[src/logic/gst_pkg.sv]
// shared constants, register map and field layouts of the gated sixteen bit timer
package gst_pkg;
	// register indices on the plain register port
	localparam logic [3:0] ADDR_COUNT_LOW = 4'h0;
	localparam logic [3:0] ADDR_COUNT_HIGH = 4'h1;
	localparam logic [3:0] ADDR_TIMER_CONTROL = 4'h2;
	localparam logic [3:0] ADDR_GATE_CONFIG = 4'h3;
	localparam logic [3:0] ADDR_PERIPHERAL_FLAGS = 4'h4;
	localparam logic [3:0] ADDR_IRQ_ENABLES = 4'h5;
	localparam logic [3:0] ADDR_CC_LOW = 4'h6;
	localparam logic [3:0] ADDR_CC_HIGH = 4'h7;
	localparam logic [3:0] ADDR_CC_MODE = 4'h8;

	// reset values
	localparam logic [7:0] TIMER_CONTROL_RESET = 8'h00;
	localparam logic [7:0] GATE_CONFIG_RESET = 8'h00;
	localparam logic [7:0] IRQ_ENABLES_RESET = 8'h00;
	localparam logic [7:0] CC_MODE_RESET = 8'h00;
	localparam logic [15:0] COUNT_RESET = 16'h0000;
	localparam logic [15:0] CC_RESET = 16'h0000;

	// bit positions of the loose control bits
	localparam int FLAG_OVERFLOW_BIT = 0;
	localparam int EN_OVERFLOW_BIT = 0;
	localparam int EN_PERIPHERAL_BIT = 1;
	localparam int EN_GLOBAL_BIT = 2;
	localparam int CC_CAPTURE_BIT = 0;
	localparam int CC_COMPARE_BIT = 1;
	localparam int CC_SPECIAL_BIT = 2;

	// gate source codes
	localparam logic [1:0] GATE_SRC_PIN = 2'h0;
	localparam logic [1:0] GATE_SRC_ALT_PIN = 2'h1;
	localparam logic [1:0] GATE_SRC_COMPARATOR = 2'h2;

	// last count of the instruction clock divider; the system clock is divided by four
	localparam logic [1:0] INSTR_DIV_LAST = 2'h3;
	localparam logic [15:0] COUNT_ALL_ONES = 16'hFFFF;
	localparam logic [15:0] IRQ_VECTOR = 16'h0004;

	typedef struct packed {
		logic gate_polarity;
		logic gate_enable;
		logic [1:0] prescale_select;
		logic lowpower_osc_enable;
		logic sync_bypass;
		logic clock_source_select;
		logic timer_on;
	} gst_control_t;

	typedef struct packed {
		logic [4:0] unused;
		logic alternate_clock_select;
		logic [1:0] gate_source_select;
	} gst_gate_config_t;

	// pins that arrive from outside the clock domain
	typedef struct packed {
		logic external_clock_pin;
		logic lowpower_osc_clock;
		logic gate_pin;
		logic gate_pin_alt;
		logic comparator_output;
		logic capture_event;
		logic sleep;
		logic internal_oscillator_no_clock_out_pin;
	} gst_pins_t;
endpackage

[src/logic/gst_sync.sv]
// two flip-flop synchroniser for a bundle of outside levels
`timescale 1ns/1ps
module gst_sync #(
	parameter int WIDTH = 8
) (
	input wire logic clk_i,
	input wire logic rst_n_i,
	input wire logic [WIDTH-1:0] async_i,
	output logic [WIDTH-1:0] sync_o
);
	logic [WIDTH-1:0] meta_q;

	// first stage is read only by the second stage
	always_ff @(posedge clk_i or negedge rst_n_i) begin
		if (!rst_n_i) begin
			meta_q <= '0;
			sync_o <= '0;
		end else begin
			meta_q <= async_i;
			sync_o <= meta_q;
		end
	end
endmodule

[src/logic/gst_prescaler.sv]
// selectable 1/2/4/8 divider of the counting tick
`timescale 1ns/1ps
module gst_prescaler (
	input wire logic clk_i,
	input wire logic rst_n_i,
	input wire logic clear_i,
	input wire logic tick_i,
	input wire logic [1:0] select_i,
	output logic tick_o
);
	logic [2:0] count_q;
	logic [2:0] last;

	// last count value before a tick passes
	always_comb begin
		unique case (select_i)
			2'h0: last = 3'h0;
			2'h1: last = 3'h1;
			2'h2: last = 3'h3;
			2'h3: last = 3'h7;
		endcase
	end

	// hidden from software; a counter write clears it
	always_ff @(posedge clk_i or negedge rst_n_i) begin
		if (!rst_n_i) begin
			count_q <= 3'h0;
		end else if (clear_i) begin
			count_q <= 3'h0;
		end else if (tick_i) begin
			count_q <= (count_q >= last) ? 3'h0 : count_q + 3'h1;
		end
	end

	assign tick_o = tick_i && (count_q >= last);
endmodule

[src/logic/gst_timer.sv]
// gated sixteen bit timer with prescaler, gate, overflow flag and capture/compare base
//
// Local design decisions: the strobed register port and the register addresses.
`timescale 1ns/1ps
//
// Behaviour
// reads of either count byte return a coherent value in external async mode.
// software should stop the timer before writing count bytes.
// gate source selectable from gate pin, alternate pin or comparator output.
// gate enable ignored when off; when on, count only while gate active.
// gate polarity applies to any source; 1 high-active, 0 low-active.
// count wraps from all-ones to zero and sets the overflow flag.
// overflow interrupt needs overflow, peripheral and global enables all set.
// overflow flag stays set until software writes zero to it.
// software clears both count bytes and the flag before enabling interrupts.
// in sleep, only async external counting runs; wake needs on and enables.
// after wake, continue; with global enable, vector to fixed address.
// capture copies the 16-bit count into the capture pair on an event.
// compare raises an event when the pair equals the count.
// special trigger clears the count without setting the overflow flag.
// a count write in the same cycle as a special trigger wins.
// software should use synchronized counting with the special trigger.
// external counting needs a falling edge before the first counted rising edge.
// prescale field divides by 1, 2, 4 or 8.
// low-power oscillator enable counts only in internal-oscillator-without-clockout mode.
// sync bit bypasses external input synchronization; ignored on internal clock.
// clock source bit picks external pin, else instruction or system clock.
// timer-on enables counting; off holds the count.
// a write to either count byte loads the running counter directly.
// prescale counter is hidden and cleared by any count byte write.
// each qualified prescaler tick increments; low byte carries into high byte.
module gst_timer (
	input wire logic clk_i,
	input wire logic rst_n_i,
	input wire logic [3:0] addr_i,
	input wire logic [7:0] wdata_i,
	input wire logic wr_i,
	input wire logic rd_i,
	output logic [7:0] rdata_o,
	input wire gst_pkg::gst_pins_t pins_i,
	output logic irq_o,
	output logic wake_o,
	output logic [15:0] irq_vector_o,
	output logic compare_event_o,
	output logic lowpower_osc_on_o
);
	logic rst_meta_q;
	logic rst_sync_q;
	gst_pkg::gst_pins_t pins_s;
	gst_pkg::gst_control_t control_q;
	gst_pkg::gst_gate_config_t gate_config_q;
	logic [7:0] irq_enables_q;
	logic [7:0] cc_mode_q;
	logic [15:0] count_q;
	logic [15:0] count_d;
	logic [15:0] cc_q;
	logic overflow_flag_q;
	logic [1:0] instr_div_q;
	logic ext_stage_q;
	logic ext_prev_q;
	logic armed_q;
	logic capture_prev_q;
	logic match_prev_q;
	logic [7:0] rdata_q;
	logic ext_source;
	logic ext_level;
	logic ext_rise;
	logic ext_fall;
	logic internal_tick;
	logic raw_tick;
	logic pre_tick;
	logic gate_level;
	logic gate_active;
	logic sleep_allows;
	logic count_enable;
	logic count_write;
	logic wrap;
	logic match;
	logic special_clear;
	logic flag_clear;
	logic lp_osc_on;

	// reset asserts at once and releases after two clean edges
	always_ff @(posedge clk_i or negedge rst_n_i) begin
		if (!rst_n_i) begin
			rst_meta_q <= 1'b0;
			rst_sync_q <= 1'b0;
		end else begin
			rst_meta_q <= 1'b1;
			rst_sync_q <= rst_meta_q;
		end
	end

	// every outside pin passes two flops before any logic looks at it
	gst_sync #(
		.WIDTH($bits(gst_pkg::gst_pins_t))
	) u_pin_sync (
		.clk_i(clk_i),
		.rst_n_i(rst_sync_q),
		.async_i(pins_i),
		.sync_o(pins_s)
	);

	assign count_write = wr_i && (addr_i == gst_pkg::ADDR_COUNT_LOW || addr_i == gst_pkg::ADDR_COUNT_HIGH);
	assign flag_clear = wr_i && addr_i == gst_pkg::ADDR_PERIPHERAL_FLAGS && !wdata_i[gst_pkg::FLAG_OVERFLOW_BIT];

	// timer control: every bit is software owned
	always_ff @(posedge clk_i or negedge rst_sync_q) begin
		if (!rst_sync_q) begin
			control_q <= gst_pkg::TIMER_CONTROL_RESET;
		end else if (wr_i && addr_i == gst_pkg::ADDR_TIMER_CONTROL) begin
			control_q <= wdata_i;
		end
	end

	// gate configuration; upper bits kept at zero so they read back as zero
	always_ff @(posedge clk_i or negedge rst_sync_q) begin
		if (!rst_sync_q) begin
			gate_config_q <= gst_pkg::GATE_CONFIG_RESET;
		end else if (wr_i && addr_i == gst_pkg::ADDR_GATE_CONFIG) begin
			gate_config_q <= {5'h00, wdata_i[2:0]};
		end
	end

	// overflow, peripheral and global interrupt enables
	always_ff @(posedge clk_i or negedge rst_sync_q) begin
		if (!rst_sync_q) begin
			irq_enables_q <= gst_pkg::IRQ_ENABLES_RESET;
		end else if (wr_i && addr_i == gst_pkg::ADDR_IRQ_ENABLES) begin
			irq_enables_q <= {5'h00, wdata_i[2:0]};
		end
	end

	// capture, compare and special trigger mode bits
	always_ff @(posedge clk_i or negedge rst_sync_q) begin
		if (!rst_sync_q) begin
			cc_mode_q <= gst_pkg::CC_MODE_RESET;
		end else if (wr_i && addr_i == gst_pkg::ADDR_CC_MODE) begin
			cc_mode_q <= {5'h00, wdata_i[2:0]};
		end
	end

	// the low-power oscillator only exists in one system clock mode
	assign lp_osc_on = control_q.lowpower_osc_enable && pins_s.internal_oscillator_no_clock_out_pin;
	assign ext_source = lp_osc_on ? pins_s.lowpower_osc_clock : pins_s.external_clock_pin;

	// synchronized mode adds a stage aligned to the system clock; bypass skips it
	always_ff @(posedge clk_i or negedge rst_sync_q) begin
		if (!rst_sync_q) begin
			ext_stage_q <= 1'b0;
			ext_prev_q <= 1'b0;
		end else begin
			ext_stage_q <= ext_source;
			ext_prev_q <= ext_level;
		end
	end

	assign ext_level = control_q.sync_bypass ? ext_source : ext_stage_q;
	assign ext_rise = ext_level && !ext_prev_q;
	assign ext_fall = !ext_level && ext_prev_q;

	// a falling edge must arm the counter before a rising edge counts
	always_ff @(posedge clk_i or negedge rst_sync_q) begin
		if (!rst_sync_q) begin
			armed_q <= 1'b0;
		end else if (!control_q.timer_on || count_write) begin
			armed_q <= 1'b0;
		end else if (ext_fall) begin
			armed_q <= 1'b1;
		end
	end

	// instruction clock is every fourth system clock
	always_ff @(posedge clk_i or negedge rst_sync_q) begin
		if (!rst_sync_q) begin
			instr_div_q <= 2'h0;
		end else begin
			instr_div_q <= instr_div_q + 2'h1;
		end
	end

	assign internal_tick = gate_config_q.alternate_clock_select || instr_div_q == gst_pkg::INSTR_DIV_LAST;
	// external pin rising edge, or the internal clock selection
	assign raw_tick = control_q.clock_source_select ? (ext_rise && armed_q) : internal_tick;

	gst_prescaler u_prescaler (
		.clk_i(clk_i),
		.rst_n_i(rst_sync_q),
		.clear_i(count_write),
		.tick_i(raw_tick && control_q.timer_on),
		.select_i(control_q.prescale_select),
		.tick_o(pre_tick)
	);

	// gate source and polarity
	always_comb begin
		unique case (gate_config_q.gate_source_select)
			gst_pkg::GATE_SRC_PIN: gate_level = pins_s.gate_pin;
			gst_pkg::GATE_SRC_ALT_PIN: gate_level = pins_s.gate_pin_alt;
			gst_pkg::GATE_SRC_COMPARATOR: gate_level = pins_s.comparator_output;
			default: gate_level = pins_s.gate_pin;
		endcase
	end

	assign gate_active = control_q.gate_polarity ? gate_level : !gate_level;
	// while asleep only asynchronous external counting keeps running
	assign sleep_allows = !pins_s.sleep || (control_q.clock_source_select && control_q.sync_bypass);
	assign count_enable = control_q.timer_on && (!control_q.gate_enable || gate_active) && sleep_allows;
	assign wrap = pre_tick && count_enable && count_q == gst_pkg::COUNT_ALL_ONES;
	assign match = count_q == cc_q;
	assign special_clear = cc_mode_q[gst_pkg::CC_COMPARE_BIT] && cc_mode_q[gst_pkg::CC_SPECIAL_BIT] &&
		match && !match_prev_q;

	// next count: write beats trigger clear, which beats increment
	always_comb begin
		count_d = count_q;
		if (wr_i && addr_i == gst_pkg::ADDR_COUNT_LOW) begin
			count_d = {count_q[15:8], wdata_i};
		end else if (wr_i && addr_i == gst_pkg::ADDR_COUNT_HIGH) begin
			count_d = {wdata_i, count_q[7:0]};
		end else if (special_clear) begin
			count_d = gst_pkg::COUNT_RESET;
		end else if (pre_tick && count_enable) begin
			count_d = count_q + 16'h0001;
		end
	end

	// off holds the value since no tick is qualified
	always_ff @(posedge clk_i or negedge rst_sync_q) begin
		if (!rst_sync_q) begin
			count_q <= gst_pkg::COUNT_RESET;
		end else begin
			count_q <= count_d;
		end
	end

	// overflow flag: hardware set wins over a software clear
	always_ff @(posedge clk_i or negedge rst_sync_q) begin
		if (!rst_sync_q) begin
			overflow_flag_q <= 1'b0;
		end else if (wrap && !special_clear) begin
			overflow_flag_q <= 1'b1;
		end else if (flag_clear) begin
			overflow_flag_q <= 1'b0;
		end
	end

	// previous capture level, so a held event captures only once
	always_ff @(posedge clk_i or negedge rst_sync_q) begin
		if (!rst_sync_q) begin
			capture_prev_q <= 1'b0;
		end else begin
			capture_prev_q <= pins_s.capture_event;
		end
	end

	// capture pair: captured count beats a software write in the same cycle
	always_ff @(posedge clk_i or negedge rst_sync_q) begin
		if (!rst_sync_q) begin
			cc_q <= gst_pkg::CC_RESET;
		end else if (cc_mode_q[gst_pkg::CC_CAPTURE_BIT] && pins_s.capture_event && !capture_prev_q) begin
			cc_q <= count_q;
		end else if (wr_i && addr_i == gst_pkg::ADDR_CC_LOW) begin
			cc_q <= {cc_q[15:8], wdata_i};
		end else if (wr_i && addr_i == gst_pkg::ADDR_CC_HIGH) begin
			cc_q <= {wdata_i, cc_q[7:0]};
		end
	end

	// previous match level; a stopped timer sitting on the pair must not retrigger
	always_ff @(posedge clk_i or negedge rst_sync_q) begin
		if (!rst_sync_q) begin
			match_prev_q <= 1'b0;
		end else begin
			match_prev_q <= match;
		end
	end

	// compare event fires once when the count first equals the pair
	always_ff @(posedge clk_i or negedge rst_sync_q) begin
		if (!rst_sync_q) begin
			compare_event_o <= 1'b0;
		end else begin
			compare_event_o <= cc_mode_q[gst_pkg::CC_COMPARE_BIT] && match && !match_prev_q;
		end
	end

	// interrupt request needs all three enables beside the flag
	always_ff @(posedge clk_i or negedge rst_sync_q) begin
		if (!rst_sync_q) begin
			irq_o <= 1'b0;
		end else begin
			irq_o <= overflow_flag_q && irq_enables_q[gst_pkg::EN_OVERFLOW_BIT] &&
				irq_enables_q[gst_pkg::EN_PERIPHERAL_BIT] && irq_enables_q[gst_pkg::EN_GLOBAL_BIT];
		end
	end

	// wake request; the global enable only decides whether the core vectors afterwards
	always_ff @(posedge clk_i or negedge rst_sync_q) begin
		if (!rst_sync_q) begin
			wake_o <= 1'b0;
		end else begin
			wake_o <= pins_s.sleep && overflow_flag_q && control_q.timer_on &&
				irq_enables_q[gst_pkg::EN_OVERFLOW_BIT] && irq_enables_q[gst_pkg::EN_PERIPHERAL_BIT];
		end
	end

	// fixed vector, zero only while reset is held
	always_ff @(posedge clk_i or negedge rst_sync_q) begin
		if (!rst_sync_q) begin
			irq_vector_o <= gst_pkg::COUNT_RESET;
		end else begin
			irq_vector_o <= gst_pkg::IRQ_VECTOR;
		end
	end

	// oscillator request as seen by the clock generator
	always_ff @(posedge clk_i or negedge rst_sync_q) begin
		if (!rst_sync_q) begin
			lowpower_osc_on_o <= 1'b0;
		end else begin
			lowpower_osc_on_o <= lp_osc_on;
		end
	end

	// read data stands only in the cycle after the strobe
	always_ff @(posedge clk_i or negedge rst_sync_q) begin
		if (!rst_sync_q) begin
			rdata_q <= 8'h00;
		end else if (rd_i) begin
			unique case (addr_i)
				// each byte comes from the live counter flop, so it is never torn
				gst_pkg::ADDR_COUNT_LOW: rdata_q <= count_q[7:0];
				gst_pkg::ADDR_COUNT_HIGH: rdata_q <= count_q[15:8];
				gst_pkg::ADDR_TIMER_CONTROL: rdata_q <= control_q;
				gst_pkg::ADDR_GATE_CONFIG: rdata_q <= gate_config_q;
				gst_pkg::ADDR_PERIPHERAL_FLAGS: rdata_q <= {7'h00, overflow_flag_q};
				gst_pkg::ADDR_IRQ_ENABLES: rdata_q <= irq_enables_q;
				gst_pkg::ADDR_CC_LOW: rdata_q <= cc_q[7:0];
				gst_pkg::ADDR_CC_HIGH: rdata_q <= cc_q[15:8];
				gst_pkg::ADDR_CC_MODE: rdata_q <= cc_mode_q;
				default: rdata_q <= 8'h00;
			endcase
		end else begin
			rdata_q <= 8'h00;
		end
	end

	assign rdata_o = rdata_q;
endmodule

[config.mk]
export PLATFORM = sky130hd
export DESIGN_NAME = gst_timer
export DESIGN_NICKNAME = d
export VERILOG_FILES = /design/src/logic/gst_pkg.sv /design/src/logic/gst_sync.sv /design/src/logic/gst_prescaler.sv /design/src/logic/gst_timer.sv
export SDC_FILE = /design/constraint.sdc
export NUM_CORES = 1
export LEC_CHECK = 0
export CORE_MARGIN = 3
export CORE_UTILIZATION = 58
export CTS_CLUSTER_DIAMETER = 60
export DETAILED_ROUTE_END_ITERATION = 8
export DONT_BUFFER_PORTS = 1
export GPL_TIMING_DRIVEN = 0
export MAX_ROUTING_LAYER = met4
export PLACE_DENSITY = 0.76
export SLEW_MARGIN = 20
export SYNTH_ARGS = -nofsm -noshare
export SYNTH_HDL_FRONTEND = slang
export SYNTH_SLANG_ARGS = --single-unit
[constraint.sdc]
create_clock -name clk_i -period 2.7 [get_ports clk_i]
set_input_delay 0.135 -clock clk_i [delete_from_list [all_inputs] [get_ports clk_i]]
set_output_delay 0.135 -clock clk_i [all_outputs]
set_load 0.02 [all_outputs]
==> impl_metrics.json <==
{
  "outcome": "complete, no violations",
  "internal_power_mw": 2.31,
  "fin_crit_ns": 2.53,
  "cp-start-kind": "flip-flop",
  "start_util_pct": 61.4,
  "synth-simple-area-share_pct": 14.9,
  "core_region_area_sq_um": 7930,
  "hold_start": "wdata_i[4]",
  "worst_path_max_delay_cell": "dfrtp_1",
  "synth_top_family_by_area": "compound AO/OA/AOI/OAI gates",
  "syn_to_final_growth_pct": 12.2,
  "worstSetupPathType": "reg -> reg",
  "max_cap_viol_count": 0,
  "syn_inst": 478,
  "worstRegToRegCells": 9,
  "rsz0062_at_grt": "false",
  "ys_warn_count": 0,
  "io_buffers": 0,
  "cts_tree": "built",
  "synth_top_cells_by_count": "dfrtp_1, nand2_1, inv_1",
  "syn-cell-area_sq_um": 4870,
  "fmax_mhz": 395,
  "drc": 0,
  "synthMuxAreaShare_pct": 7.12,
  "p_clk_share_pct": 26.7,
  "grt_pass1_vias": 3784,
  "p_sw_share_pct": 35.4,
  "place.gp.congestion": 0.972,
  "clock_latency_ns": 0.37,
  "vias": 3976,
  "cts_buffers": 9,
  "antenna_found_initial": 0,
  "grt_pass1_wl_um": 20100,
  "diodes": 0,
  "critical_path.max_stage_delay_ns": 0.40,
  "crit_chain": "inv_1 > ha_1 > a221oi_2 > nor3_1 > o21ai_2 > nand3_2 > buf_2 > a21o_2 > a221oi_2",
  "fp-row-count": 32,
  "synth.most_common_cell": "dfrtp_1",
  "track_usage_pct": 27.5,
  "cp-end-kind": "flip-flop",
  "drt_iter0_markers": 443,
  "min_to": "count_q[12]$_DFFE_PN0P_",
  "p_comb_share_pct": 23.9,
  "seqPwrFrac_pct": 49.4,
  "crit_path_max_fanout": 10,
  "ys.flop_type": "dfrtp_1",
  "cp_data_required_time_ns": 2.99,
  "drive_above_1_share_pct": 19.2,
  "die_x_um": 97.6,
  "report.final.slew_viol_count": 0,
  "routed_via_density": 6.33,
  "finish.net_count": 553,
  "tightestPinTransition_ns": 0.754,
  "reg2reg_slack_ns": 0.17,
  "crit_family": "compound AO/OA/AOI/OAI gates",
  "holdPathStages": 2,
  "p_switching_mw": 1.27,
  "synth-adder-area-share_pct": 2.06,
  "irDropWorstVdd_v": 0.000517,
  "yosys-top-cells-area": "dfrtp_1, mux2_2, nand2_1",
  "crit_path_frequent_cell": "a221oi_2",
  "p_per_area_nw_per_um2": 655,
  "synth_cell_type_count": 67,
  "die_h_um": 97.6,
  "clk_pin_slew_ns": 0.11,
  "ioPinCount": 52,
  "grt_max_degree": 60,
  "yosys.area_share.xor_xnor_pct": 2.88,
  "hold_slack_ns": 0.0430,
  "ant_nets": 0,
  "utilization_pct": 68.9,
  "wirelength_um": 12600,
  "gr-total-overflow": 0,
  "dpl.hpwl_um": 8880,
  "cp_num_buf_inv": 2,
  "hp-class": "in -> reg",
  "reg2reg_to": "count_q[9]$_DFFE_PN0P_",
  "ys_ff_latch": 91,
  "yosysSeqAreaShare_pct": 46.8,
  "p_leak_nw": 2.49,
  "hold_viol_final": 0,
  "period_share_pct": 93.7,
  "async_reset_ff_share_pct": 100,
  "synth.avg_cell_area_sq_um": 10.2,
  "rr_startpoint": "gate_config_q[0]$_DFFE_PN0P_",
  "synth_top_area_share_pct": 46.8,
  "synth_top_cell_by_area": "dfrtp_1",
  "finalClockSkew_ns": 0.00938,
  "setup_viol_count_final": 0,
  "slew_headroom_pct": 49.3,
  "clockBufferDepth": 2,
  "synth_edf_count": 0,
  "drtPass1Iterations": 9,
  "dieArea_sq_um": 9530,
  "cts.sinks": 91,
  "critPathArrivalTime_ns": 2.82,
  "htree_levels": 3,
  "wire_per_inst_um": 20.0,
  "synth_compound_area_share_pct": 18.3,
  "root_buffer": "clkbuf_8"
}
## sequential cells by signal, indices dropped and copies added, names as in the netlist
signal and cells:
u_pin_sync.sync_o 8, wake_o 1, armed_q 1, rst_meta_q 1
rst_sync_q 1, count_q 16, match_prev_q 1, irq_vector_o 1
capture_prev_q 1, irq_o 1, control_q 8, instr_div_q 2
gate_config_q 3, ext_prev_q 1, u_prescaler.count_q 3, lowpower_osc_on_o 1
u_pin_sync.meta_q 8, cc_q 16, ext_stage_q 1, compare_event_o 1
overflow_flag_q 1, rdata_o 8, irq_enables_q 3, cc_mode_q 3
## timing repair
item / 4_1_cts / 5_1_grt
endpoints found under the setup margin: 16 / 8
pin swaps: 0 / 1
buffers inserted: 0 / 1
gates resized for setup: 2 / 3
hold buffers: 15 / 0
hold endpoints to repair: 33 / 0
## cells in the final DEF, fill, tap and decap left out, drive strengths merged, types with 11 or more instances in the layout
cell and n:
nor2 25, nor3 13, nand2 41, o21ai 21, dfrtp 91, clkbuf 19
xor2 16, a21oi 19, dlygate4sd3 15, nand3 11, mux2i 11, a222oi 14
inv 33, conb 17, buf 39, mux2 21
## worst max path at each step
stage                                 start                      end  depth (start not counted)
2_1_floorplan      control_q[5]$_DFFE_PN0P_  count_q[12]$_DFFE_PN0P_                          9
3_3_place_gp       control_q[5]$_DFFE_PN0P_   count_q[9]$_DFFE_PN0P_                          9
3_5_place_dp       control_q[5]$_DFFE_PN0P_   count_q[9]$_DFFE_PN0P_                          9
4_1_cts            control_q[5]$_DFFE_PN0P_   count_q[9]$_DFFE_PN0P_                          9
5_1_grt        gate_config_q[0]$_DFFE_PN0P_  count_q[13]$_DFFE_PN0P_                          9
6_report       gate_config_q[0]$_DFFE_PN0P_   count_q[9]$_DFFE_PN0P_                          9
## per-stage QoR
step / power, mW / std cells / setup TNS, ns / worst slack [ns] / instance area, sq um
6_report: 3.58 / 628 / 0 / 0.169 / 5460
3_5_place_dp: 2.56 / 596 / -0.999 / -0.172 / 5080
3_3_place_gp: 2.52 / 595 / -0.777 / -0.143 / 5050
4_1_cts: 3.54 / 627 / 0 / 0.0120 / 5440
5_1_grt: 3.77 / 628 / 0 / 0.0170 / 5460
2_1_floorplan: 2.34 / 493 / 0 / 0.273 / 4930
## worst reg2reg max path, stage by stage, from the launching register on
cell	delay, ns
dfrtp_1	0.40
inv_1	0.06
ha_1	0.33
a221oi_2	0.25
nor3_1	0.10
o21ai_2	0.28
nand3_2	0.19
buf_2	0.24
a21o_2	0.29
a221oi_2	0.30
## cells by family (layout without fill, tap and decap cells)
group,count (synthesis),after routing
adders and majority gates,8,8
DFF,91,91
buffers and inverters,76,109
other,2,17
xor gates and xnor gates,16,16
muxes,32,32
and+or+nand+nor,140,140
AOI/OAI and AO/OA,113,113
## routing by layer
layer  vias to the layer above  GRT usage, %  wire length, um
li1                       1790             -                -
met1                      1925          38.0             5300
met2                       225          40.4             5770
met3                        36          5.96             1200
met4                         0          9.69              310
met5                         -             -                0
## cell type report
class / count / area [sq um]
Buffer: 47 / 269
Clock buffer: 9 / 124
Clock inverter: 7 / 82.6
Fill cell: 625 / 2470
Inverter: 29 / 109
Multi-Input combinational cell: 326 / 2280
Sequential cell: 91 / 2280
Tap cell: 102 / 128
Timing Repair Buffer: 17 / 185
## power by group through the flow
stage                     clock, mW  combinational [mW]  sequential [mW]
after floorplan                   0               0.603             1.73
after global placement            0               0.724             1.79
after detailed placement          0               0.769             1.79
after CTS                     0.970               0.811             1.76
after global routing           1.03               0.943             1.80
final                         0.954               0.856             1.77
(Power assumes the default switching activity.)
